<file path="config.mk">
export PLATFORM = sky130hd
export DESIGN_NAME = crb_ctrl
export DESIGN_NICKNAME = d
export VERILOG_FILES = /design/src/verilog/crb_pkg.sv /design/src/verilog/crb_ctrl.sv
export SDC_FILE = /design/constraint.sdc
export NUM_CORES = 1
export LEC_CHECK = 0
export BUFFER_PORTS_ARGS = -buffer_cell sky130_fd_sc_hd__buf_4
export CAP_MARGIN = 20
export CELL_PAD_IN_SITES_DETAIL_PLACEMENT = 1
export CELL_PAD_IN_SITES_GLOBAL_PLACEMENT = 1
export CORE_MARGIN = 1
export CORE_UTILIZATION = 44
export DETAILED_ROUTE_END_ITERATION = 6
export GPL_ROUTABILITY_DRIVEN = 0
export PLACE_DENSITY_LB_ADDON = 0.2
export SLEW_MARGIN = 20
export SYNTH_ARGS = -nofsm -noshare
export SYNTH_HDL_FRONTEND = slang
export SYNTH_SLANG_ARGS = --single-unit
</file>
<file path="constraint.sdc">
create_clock -name clk -period 3.55 [get_ports clk]
set_input_delay 0.1775 -clock clk [delete_from_list [all_inputs] [get_ports clk]]
set_output_delay 0.1775 -clock clk [all_outputs]
set_load 0.005 [all_outputs]
</file>
<file path="src/verilog/crb_pkg.sv">
// Package for the card reset, ready/busy and interrupt-request control block.
// Assumes a single 25 MHz clock domain and a plain register port.
package crb_pkg;

	// ----------------------------------------------------------------
	// Register map (byte addresses of the control port)
	// ----------------------------------------------------------------
	localparam logic [3:0] CRB_ADDR_CONFIG = 4'h0;
	localparam logic [3:0] CRB_ADDR_POWER = 4'h4;
	localparam logic [3:0] CRB_ADDR_TASK = 4'h8;
	localparam logic [3:0] CRB_ADDR_STATUS = 4'hC;

	// ----------------------------------------------------------------
	// Field positions
	// ----------------------------------------------------------------
	localparam int CRB_IDX_W = 6;
	localparam int CRB_CFG_TASK_SOFT_RESET_BIT_BIT = 7;
	localparam int CRB_CFG_PULSE_BIT = 6;
	localparam int CRB_PWR_DOWN_BIT = 0;
	localparam int CRB_TSK_BUSY_BIT = 0;
	localparam int CRB_TSK_IRQ_BIT = 1;
	localparam int CRB_TSK_DIS_BIT = 2;
	localparam int CRB_TSK_TASK_SOFT_RESET_BIT_BIT = 3;

	// ----------------------------------------------------------------
	// Reset values and timing
	// ----------------------------------------------------------------
	localparam logic [5:0] CRB_IDX_RESET = 6'h00;
	localparam int CRB_CLK_MHZ = 25;
	localparam int CRB_HARD_RESET_US = 40;
	localparam int CRB_HARD_RESET_CYC = CRB_HARD_RESET_US * CRB_CLK_MHZ;
	localparam int CRB_POWER_OP_US = 20;
	localparam int CRB_POWER_OP_CYC = CRB_POWER_OP_US * CRB_CLK_MHZ;
	localparam int CRB_SOFT_RESET_CYC = 16;
	localparam int CRB_PULSE_CYC = 4;
	localparam int CRB_CNT_W = 16;

	typedef enum logic [1:0] {
		CRB_ST_READY,
		CRB_ST_HARD,
		CRB_ST_POWER
	} crb_state_t;

	typedef struct packed {
		logic [3:0] addr;
		logic [7:0] wdata;
		logic wr;
		logic rd;
	} crb_bus_req_t;

	typedef struct packed {
		logic shared_o;
		logic shared_oe_n;
		logic audio_out_n;
		logic status_change_n;
	} crb_pins_t;

endpackage

</file>
<file path="src/verilog/crb_ctrl.sv">
// Card-side reset sequencing, ready/busy and interrupt-request pin control.
// Assumes host bus strobes synchronous to clk; task-level logic sits outside.
//
// Notes on behaviour
// Four reset sources: power-on, reset pin, config soft reset, task soft reset.
// Power-on, pin or config soft reset: memory mode, index zero, hard reset.
// Config soft reset acts like pin reset but its own bit stays set.
// Task soft reset keeps configuration, runs only task soft-reset work.
// Host should follow every power-on with a pin reset.
// Shared pin: ready/busy in memory mode, interrupt request in I/O mode.
// Ready/busy pin is low when busy, high when ready.
// Mirror bit reads 0 when busy, 1 when ready.
// Busy from power-on until ready for access.
// Busy from pin reset until ready again.
// Busy from config soft reset until ready again.
// Any power-down bit change makes card busy until operation completes.
// In memory mode, busy whenever task status busy bit is set.
// Interrupt request driven only in I/O configuration.
// Card interrupt request is active low, inverse of disk interrupt.
// Level interrupt mode mandatory; pulse mode optional.
// Pulse-mode host passes interrupt uninverted via open-collector driver.
// Interrupt-disable set: request held inactive and actively driven.
// Unimplemented audio output held high.
// Status-change output unimplemented here, so held high.
// Address bit ten decoded when memory-mapped task access supported.
// Host writes configuration index into low six bits; zero means memory.
//
// Implementation choices: the address-and-strobe port and the address map.
module crb_ctrl #(
	parameter int HARD_RESET_CYC = crb_pkg::CRB_HARD_RESET_CYC,
	parameter int POWER_OP_CYC = crb_pkg::CRB_POWER_OP_CYC,
	parameter bit MEM_MAPPED_TASK = 1'b1
) (
	// Clock and reset
	input wire logic clk,
	input wire logic resetn,
	input wire logic clk_en,
	// Card reset pin from the host, active high
	input wire logic card_reset_pin,
	// Register port
	input wire crb_pkg::crb_bus_req_t bus_req,
	output crb_pkg::crb_bus_req_t bus_unused,
	output logic [7:0] rdata,
	// Task interface status and events
	input wire logic task_busy,
	input wire logic disk_irq,
	input wire logic [10:0] host_addr,
	output logic task_soft_reset,
	output logic hard_reset_active,
	output logic task_reg_select,
	// Pins
	output crb_pkg::crb_pins_t pins,
	output logic [5:0] config_index,
	output logic ready_busy_mirror_bit
);
	import crb_pkg::*;

	// ----------------------------------------------------------------
	// Reset release
	// ----------------------------------------------------------------
	logic rst_sync1_ff;
	logic rst_sync2_ff;
	logic rstn;

	always_ff @(posedge clk or negedge resetn) begin
		if (!resetn) begin
			rst_sync1_ff <= 1'b0;
			rst_sync2_ff <= 1'b0;
		end else begin
			rst_sync1_ff <= 1'b1;
			rst_sync2_ff <= rst_sync1_ff;
		end
	end
	assign rstn = rst_sync2_ff;

	assign bus_unused = '0;

	// ----------------------------------------------------------------
	// Registers
	// ----------------------------------------------------------------
	logic [5:0] cfg_index_ff;
	logic config_soft_reset_bit_ff;
	logic pulse_mode_ff;
	logic power_down_ff;
	logic interrupt_disable_bit_ff;
	logic task_soft_reset_bit_ff;
	logic wr_cfg;
	logic wr_pwr;
	logic wr_tsk;
	logic pin_reset;
	logic cfg_task_soft_reset_bit_rise;
	logic hard_trigger;
	logic pwr_change;

	assign wr_cfg = bus_req.wr && bus_req.addr == CRB_ADDR_CONFIG;
	assign wr_pwr = bus_req.wr && bus_req.addr == CRB_ADDR_POWER;
	assign wr_tsk = bus_req.wr && bus_req.addr == CRB_ADDR_TASK;
	assign pin_reset = card_reset_pin;
	assign cfg_task_soft_reset_bit_rise = wr_cfg && bus_req.wdata[CRB_CFG_TASK_SOFT_RESET_BIT_BIT] && !config_soft_reset_bit_ff;
	// Power-on is the asynchronous reset itself
	assign hard_trigger = pin_reset || cfg_task_soft_reset_bit_rise;
	assign pwr_change = wr_pwr && (bus_req.wdata[CRB_PWR_DOWN_BIT] != power_down_ff);

	// Configuration index and soft-reset bit
	always_ff @(posedge clk or negedge rstn) begin
		if (!rstn) begin
			cfg_index_ff <= CRB_IDX_RESET;
			config_soft_reset_bit_ff <= 1'b0;
			pulse_mode_ff <= 1'b0;
		end else if (clk_en) begin
			if (pin_reset) begin
				cfg_index_ff <= CRB_IDX_RESET;
				config_soft_reset_bit_ff <= 1'b0;
				pulse_mode_ff <= 1'b0;
			end else if (cfg_task_soft_reset_bit_rise) begin
				cfg_index_ff <= CRB_IDX_RESET;
				pulse_mode_ff <= 1'b0;
				config_soft_reset_bit_ff <= 1'b1;
			end else if (wr_cfg) begin
				cfg_index_ff <= bus_req.wdata[CRB_IDX_W-1:0];
				config_soft_reset_bit_ff <= bus_req.wdata[CRB_CFG_TASK_SOFT_RESET_BIT_BIT];
				pulse_mode_ff <= bus_req.wdata[CRB_CFG_PULSE_BIT];
			end
		end
	end

	// Power-down request bit
	always_ff @(posedge clk or negedge rstn) begin
		if (!rstn) begin
			power_down_ff <= 1'b0;
		end else if (clk_en) begin
			if (hard_trigger) begin
				power_down_ff <= 1'b0;
			end else if (wr_pwr) begin
				power_down_ff <= bus_req.wdata[CRB_PWR_DOWN_BIT];
			end
		end
	end

	// Task control bits; task soft reset leaves configuration alone
	always_ff @(posedge clk or negedge rstn) begin
		if (!rstn) begin
			interrupt_disable_bit_ff <= 1'b0;
			task_soft_reset_bit_ff <= 1'b0;
		end else if (clk_en) begin
			if (hard_trigger) begin
				interrupt_disable_bit_ff <= 1'b0;
				task_soft_reset_bit_ff <= 1'b0;
			end else if (wr_tsk) begin
				interrupt_disable_bit_ff <= bus_req.wdata[CRB_TSK_DIS_BIT];
				task_soft_reset_bit_ff <= bus_req.wdata[CRB_TSK_TASK_SOFT_RESET_BIT_BIT];
			end
		end
	end

	// ----------------------------------------------------------------
	// Busy sequencer
	// ----------------------------------------------------------------
	crb_state_t state_ff;
	logic [CRB_CNT_W-1:0] cnt_ff;

	function automatic logic [CRB_CNT_W-1:0] crb_cyc(input int n);
		crb_cyc = CRB_CNT_W'((n < 1) ? 0 : n - 1);
	endfunction

	always_ff @(posedge clk or negedge rstn) begin
		if (!rstn) begin
			state_ff <= CRB_ST_HARD;
			cnt_ff <= crb_cyc(HARD_RESET_CYC);
		end else if (clk_en) begin
			if (hard_trigger) begin
				state_ff <= CRB_ST_HARD;
				cnt_ff <= crb_cyc(HARD_RESET_CYC);
			end else if (pwr_change) begin
				state_ff <= CRB_ST_POWER;
				cnt_ff <= crb_cyc(POWER_OP_CYC);
			end else begin
				unique case (state_ff)
					CRB_ST_READY: begin
						cnt_ff <= '0;
					end
					CRB_ST_HARD, CRB_ST_POWER: begin
						if (cnt_ff == '0) begin
							state_ff <= CRB_ST_READY;
						end else begin
							cnt_ff <= cnt_ff - 1'b1;
						end
					end
					default: begin
						state_ff <= CRB_ST_READY;
					end
				endcase
			end
		end
	end

	// Task soft-reset pulse, configuration untouched
	logic [4:0] task_soft_reset_bit_cnt_ff;
	always_ff @(posedge clk or negedge rstn) begin
		if (!rstn) begin
			task_soft_reset_bit_cnt_ff <= '0;
		end else if (clk_en) begin
			if (wr_tsk && bus_req.wdata[CRB_TSK_TASK_SOFT_RESET_BIT_BIT]) begin
				task_soft_reset_bit_cnt_ff <= 5'(CRB_SOFT_RESET_CYC);
			end else if (task_soft_reset_bit_cnt_ff != '0) begin
				task_soft_reset_bit_cnt_ff <= task_soft_reset_bit_cnt_ff - 1'b1;
			end
		end
	end

	// ----------------------------------------------------------------
	// Pin drive
	// ----------------------------------------------------------------
	logic io_mode;
	logic busy;
	logic irq_level;
	logic irq_prev_ff;
	logic [2:0] pulse_cnt_ff;
	logic irq_active;
	crb_pins_t nxt_pins;
	crb_pins_t pins_ff;

	assign io_mode = cfg_index_ff != CRB_IDX_RESET;
	assign busy = (state_ff != CRB_ST_READY) || (!io_mode && task_busy);
	assign irq_level = disk_irq && !interrupt_disable_bit_ff;

	// Pulse mode: short low pulse per rising request so the line can be shared
	always_ff @(posedge clk or negedge rstn) begin
		if (!rstn) begin
			irq_prev_ff <= 1'b0;
			pulse_cnt_ff <= '0;
		end else if (clk_en) begin
			irq_prev_ff <= irq_level;
			if (irq_level && !irq_prev_ff) begin
				pulse_cnt_ff <= 3'(CRB_PULSE_CYC);
			end else if (pulse_cnt_ff != '0) begin
				pulse_cnt_ff <= pulse_cnt_ff - 1'b1;
			end
		end
	end
	assign irq_active = pulse_mode_ff ? (pulse_cnt_ff != '0) : irq_level;

	always_comb begin
		nxt_pins.audio_out_n = 1'b1;
		nxt_pins.status_change_n = 1'b1;
		nxt_pins.shared_oe_n = 1'b0;
		if (io_mode) begin
			// Disabled request drives high rather than floating
			nxt_pins.shared_o = !(irq_active && !interrupt_disable_bit_ff);
		end else begin
			nxt_pins.shared_o = !busy;
		end
	end

	always_ff @(posedge clk or negedge rstn) begin
		if (!rstn) begin
			pins_ff <= '{shared_o: 1'b0, shared_oe_n: 1'b0, audio_out_n: 1'b1,
				status_change_n: 1'b1};
		end else if (clk_en) begin
			pins_ff <= nxt_pins;
		end
	end

	logic mirror_ff;
	always_ff @(posedge clk or negedge rstn) begin
		if (!rstn) begin
			mirror_ff <= 1'b0;
		end else if (clk_en) begin
			mirror_ff <= !busy;
		end
	end

	// ----------------------------------------------------------------
	// Read port and task-register decode
	// ----------------------------------------------------------------
	logic [7:0] nxt_rdata;
	logic [7:0] rdata_ff;
	logic sel_ff;

	always_comb begin
		nxt_rdata = 8'h00;
		unique case (bus_req.addr)
			CRB_ADDR_CONFIG: nxt_rdata = {config_soft_reset_bit_ff, pulse_mode_ff, cfg_index_ff};
			CRB_ADDR_POWER: nxt_rdata = {7'h00, power_down_ff};
			CRB_ADDR_TASK: nxt_rdata = {4'h0, task_soft_reset_bit_ff, interrupt_disable_bit_ff,
				disk_irq, task_busy};
			CRB_ADDR_STATUS: nxt_rdata = {4'h0, io_mode, 1'b0, !busy, busy};
			default: nxt_rdata = 8'h00;
		endcase
	end

	always_ff @(posedge clk or negedge rstn) begin
		if (!rstn) begin
			rdata_ff <= 8'h00;
			sel_ff <= 1'b0;
		end else if (clk_en) begin
			rdata_ff <= bus_req.rd ? nxt_rdata : 8'h00;
			// Memory-mapped task window needs bit ten decoded
			sel_ff <= io_mode || !MEM_MAPPED_TASK || host_addr[10];
		end
	end

	assign rdata = rdata_ff;
	assign pins = pins_ff;
	assign config_index = cfg_index_ff;
	assign ready_busy_mirror_bit = mirror_ff;
	assign task_soft_reset = task_soft_reset_bit_cnt_ff != '0;
	assign hard_reset_active = state_ff == CRB_ST_HARD;
	assign task_reg_select = sel_ff;

endmodule

</file>
[Word level (Yosys, flattened, before mapping)]
Cells that the tools add are included.
Word-level totals
  flip-flop bits (word level): 51
  latch bits: 0
  RAM bits: 0
  word-level logic and storage cells: 101
  memories: 0
  bits in read-only memories: 0
  output and inout port bits: 36
  bits of input ports: 31
Cells by class
  reduce and logical (&&, ||, !) cells: 41
  bitwise gates (word level): 0
  equal/unequal tests: 9
  muxes and demuxes: 31
  $lt $le $gt $ge: 0
  shifts and indexed selects: 0
  add/sub/neg operators: 3
  multipliers: 0
  div/mod/pow operators: 0
Operators with widths (number)
  two-way mux 16 bit: 3
  case mux 16 bit (2 select lines): 1
  case mux 8 bit (4 select lines): 1
  two-way mux 6 bit: 3
  logical NOT 16 bit: 1
  subtractor 16 x 1 -> 16 bit (second input constant): 1
  two-way mux 1 bit: 14
  logical AND 1 bit: 11
  two-way mux 5 bit: 2
  AND reduction 2 bit: 5
  nonzero test 2 bit: 5
  == test 4 bit (second input constant): 2
  two-way mux 8 bit: 1
  inequality test 4 bit (second input constant): 2
  logical NOT 1 bit: 6
  two-way mux 2 bit: 3
  two-way mux 3 bit: 2
  AND reduction 3 bit: 2
  nonzero test 3 bit: 2
  nonzero test 6 bit: 1
  nonzero test 5 bit: 1
  subtractor 5 x 1 -> 5 bit (second input constant): 1
  == test 4 x 3 -> 1 bit (second input constant): 1
  logical NOT 4 bit: 1
  10 further kinds: 12

[Longest topological paths before layout]
  depth after elaboration: 7
  depth in mapped cells: 9
  depth with buffers taken out: 8

[Worst setup path after synthesis]
No wires, ideal clock.
  path type: register -> register
  start point: register cnt_ff[0]
  end point: register cnt_ff[4]
  arrival time: 1.852 ns
  stages on the path, launching flop included: 9
  library setup time: 0.124 ns
  clock period less this slack: 1.977 ns
  slack: 1.573 ns
  path through: dfstp_2 > inv_1 > ha_1 > nor3b_1 > nand4_2 > o21ai_4 > a21boi_4 > a211oi_1 > a211o_2
Between the ends
  longest elaborated chain between the ends: 5
  elaborated cells on any way between the ends: 8
  classes of those cells: add/sub (1); eq/ne (1); mux (4); reduce/logical (2)
RTL lines
  start: declaration: RTL line crb_ctrl.sv:160  | logic [CRB_CNT_W-1:0] cnt_ff;
  start signal: assignment: RTL line crb_ctrl.sv:169  | cnt_ff <= crb_cyc(HARD_RESET_CYC);
  start signal: assignment: RTL line crb_ctrl.sv:173  | cnt_ff <= crb_cyc(HARD_RESET_CYC);
  start signal: assignment: RTL line crb_ctrl.sv:176  | cnt_ff <= crb_cyc(POWER_OP_CYC);
  subtractor 16 x 1 -> 16 bit: RTL line crb_ctrl.sv:186  | cnt_ff <= cnt_ff - 1'b1;
  two-way mux 16 bit: RTL line crb_ctrl.sv:183  | if (cnt_ff == '0) begin
  case mux 16 bit (2 select lines): RTL line crb_ctrl.sv:178  | unique case (state_ff)
  two-way mux 16 bit: RTL line crb_ctrl.sv:174  | end else if (pwr_change) begin
  two-way mux 16 bit: RTL line crb_ctrl.sv:171  | if (hard_trigger) begin
Several ways; a longest one is shown, not always the timed one. The select of a mux whose other input is x is not followed.
A chain may end at the register's enable or synchronous reset.

[Worst setup path in the final report]
Ends and elaborated chain as after synthesis.

==> impl_metrics.py <==
metrics = {
    "synthesis": {
        "synthCells": 322,
        "ys_seq_area_frac": 0.439,
        "ys_types": 57,
        "synth-warning-count": 0,
        "ys_ff_latch": 51,
        "syn_avg_cell_area_um2": 9.11,
        "syn_area_um2": 2930,
        "synthFlopType": "dfrtp_1",
        "async_flop_share": 1.00,
        "synth_edf_count": 0,
    },
    "cells_and_area": {
        "area_growth_pct": 14.0,
        "final-instance-count-excl-fill": 436,
        "fillers": 769,
        "final_layout_size_suffix_gt1_frac": 0.212,
        "nets": 397,
        "antenna_cells": 0,
        "final_common_cell": "dfrtp_1",
        "layout_common_cells": "41 x dfrtp_1, 40 x buf_4, 39 x o21ai_0",
    },
    "worst_setup_path": {
        "cp-startpoint": "cnt_ff[0]",
        "critPathKind": "reg2reg",
        "end_kind": "flop",
        "worstPathArrival_ps": 2710,
        "rr_worst_depth": 8,
        "crit_fanout": 12,
        "reg2reg_slack_ps": 1040,
        "worstPathRequired_ps": 3760,
        "r2r-end": "cnt_ff[4]",
        "r2r-start": "cnt_ff[0]",
        "cp-start-kind": "flop",
    },
    "worst_hold_path": {
        "min_path_cells": 2,
        "min_from": "bus_req[4]",
        "hold_end": "config_index[2]",
        "hp-class": "in2reg",
    },
    "floorplanning": {
        "die-width_um": 83.6,
        "die_area_um2": 7000,
        "core_um2": 6390,
        "fp-row-count": 29,
        "ios": 67,
        "start_util": 0.459,
        "dieHeight_um": 83.6,
    },
    "detailed_routing": {
        "wl_um": 7320,
        "ant_nets": 0,
        "top_layer": "met4",
        "wl_met1_um": 3380,
        "wl_met2_um": 3600,
        "drc": 0,
        "dr_wl_met3_um": 197,
        "firstDrtPassIters": 4,
        "via_per_inst": 5.69,
        "drt_iter0_drc": 114,
        "vias": 2479,
        "wire_per_inst_um": 16.8,
    },
    "pwr": {
        "combPwrFrac": 0.248,
        "leakage_nw": 1.50,
        "swShare": 0.315,
        "power_mw": 1.68,
        "p_clk_frac": 0.290,
        "ir_drop_v": 0.000253,
        "power.internal_mw": 1.15,
        "power.density_nw_per_um2": 501,
        "switchingPower_uw": 528,
        "pwr-share-seq": 0.462,
    },
    "clock_network": {
        "numClockSinks": 51,
        "insertion_delay_ps": 310,
        "post_cts_buffers": 0,
        "cts-root-buf": "clkbuf_8",
        "cts_made_buffers": 5,
        "htreeDepth": 2,
        "cts_max_path_buffers": 2,
        "cts_resized": 0,
        "cts_tree": "done",
        "clk_pin_slew_ps": 100,
        "hold_buffers": 1,
    },
    "sta": {
        "hold_viol_final": 0,
        "fin_worst_skew_ps": 8.97,
        "slew_headroom": 0.490,
        "min_period_ps": 2510,
        "setup_viol": 0,
        "fmax_ghz": 0.399,
        "maxSlewViolCount": 0,
        "fin_crit_sh": 0.706,
        "worst_slew_pin_slew_ps": 764,
        "grt_setup_unrepaired": "no",
        "setup_tns_ps": 0,
    },
    "global_route": {
        "antenna_found_initial": 0,
        "first_global_vias": 2601,
        "grt_usage": 0.224,
        "grt_max_degree": 37,
        "overflow": 0,
        "grt_pass1_wl_um": 12600,
    },
    "placement": {
        "numPortBuffers": 39,
        "dpl.hpwl_um": 5440,
        "dpl.cell_count": 427,
    },
    "status": {
        "outcome": "finished, final reports clean",
    },
    "run": {
        "cap_violations": 0,
    },
}
[cell usage after synthesis, types with 3 or more instances]
| cell | instances | area (um^2) |
|---|---|---|
| dfrtp_1 | 42 | 1050 |
| o21ai_0 | 39 | 195 |
| nand2_1 | 37 | 139 |
| inv_1 | 22 | 82.6 |
| nor2_1 | 21 | 78.8 |
| buf_4 | 17 | 128 |
| a21oi_1 | 15 | 75.1 |
| a31oi_1 | 9 | 56.3 |
| dfstp_2 | 9 | 236 |
| ha_1 | 8 | 100 |
| nor3_1 | 8 | 40.0 |
| nand3_1 | 6 | 30.0 |
| clkbuf_1 | 5 | 18.8 |
| nand2b_1 | 5 | 31.3 |
| nand3b_1 | 5 | 37.5 |
| nor2b_1 | 5 | 31.3 |
| a22o_1 | 4 | 35.0 |
| buf_2 | 4 | 20.0 |
| mux2i_1 | 4 | 40.0 |
| a21o_1 | 3 | 22.5 |
| nor3b_1 | 3 | 22.5 |
| o22ai_1 | 3 | 18.8 |
| or3_1 | 3 | 18.8 |
[cells by family after synthesis]
logic type	share of synthesized area
compound gates	0.201
xor+xnor	0.00597
fa+ha+maj	0.0341
buf+inv	0.0926
flops	0.439
mux	0.0213
other cells	0.00256
simple gates	0.204
[registers in the layout, indices dropped and copies added, names as in the netlist]
signal	count
cnt_ff	16
config_index	6
config_soft_reset_bit_ff	1
interrupt_disable_bit_ff	1
irq_prev_ff	1
pins	1
power_down_ff	1
pulse_cnt_ff	3
pulse_mode_ff	1
rdata	8
ready_busy_mirror_bit	1
rst_sync1_ff	1
rst_sync2_ff	1
state_ff	2
task_reg_select	1
task_soft_reset_bit_cnt_ff	5
task_soft_reset_bit_ff	1
[per-stage QoR]
| stage | util | cell area, um^2 | hold slack, ps | setup WS [ps] |
|---|---|---|---|---|
| floorplan | - | 2990 | -118 | 1570 |
| global route | 0.524 | 3340 | 108 | 848 |
| finish | 0.524 | 3340 | 104 | 1040 |
| global placement | 0.501 | 3200 | -39.4 | 1120 |
| detailed placement | 0.501 | 3200 | -38.4 | 1050 |
| CTS | 0.524 | 3340 | 97.1 | 1030 |
[per-layer routing]
metal | up-vias | track usage
li1 | 1167 | -
met1 | 1253 | 0.287
met2 | 46 | 0.381
met3 | 13 | 0.0396
met4 | 0 | 0.0755
met5 | - | 0
[worst max-delay path, cell delays in order (launching register included)]
cell and delay [ps]:
dfstp_2 380, inv_1 80, ha_1 240, nor3b_1 380, nand4_2 220, o21ai_4 290
a21boi_4 420, a211oi_1 100, a211o_2 290
[power groups by stage]
stage	registers [mW]	logic (mW)	clock network [mW]
finish	0.774	0.416	0.486
global route	0.789	0.474	0.511
CTS	0.774	0.420	0.493
detailed placement	0.784	0.417	0
global placement	0.780	0.393	0
floorplan	0.759	0.301	0
[worst max path at each step]
stage	endpoint	slack, ps	depth (start not counted)
2_1_floorplan	cnt_ff[4]	1570	8
3_3_place_gp	cnt_ff[4]	1120	8
3_5_place_dp	cnt_ff[4]	1050	8
4_1_cts	cnt_ff[4]	1030	8
5_1_grt	cnt_ff[4]	850	8
6_report	cnt_ff[4]	1040	8
[layout make-up]
type / instances / area [um^2] / area share
timing repair buffer: 41 / 310 / 0.0928
clock inverter: 2 / 60.1 / 0.0180
inverter: 22 / 82.6 / 0.0247
clock buffer: 6 / 72.6 / 0.0217
sequential: 51 / 1290 / 0.385
tap: 77 / 96.3 / 0.0288
multi-input combinational: 237 / 1430 / 0.429
Note: power is estimated with default switching activity, not from simulation.
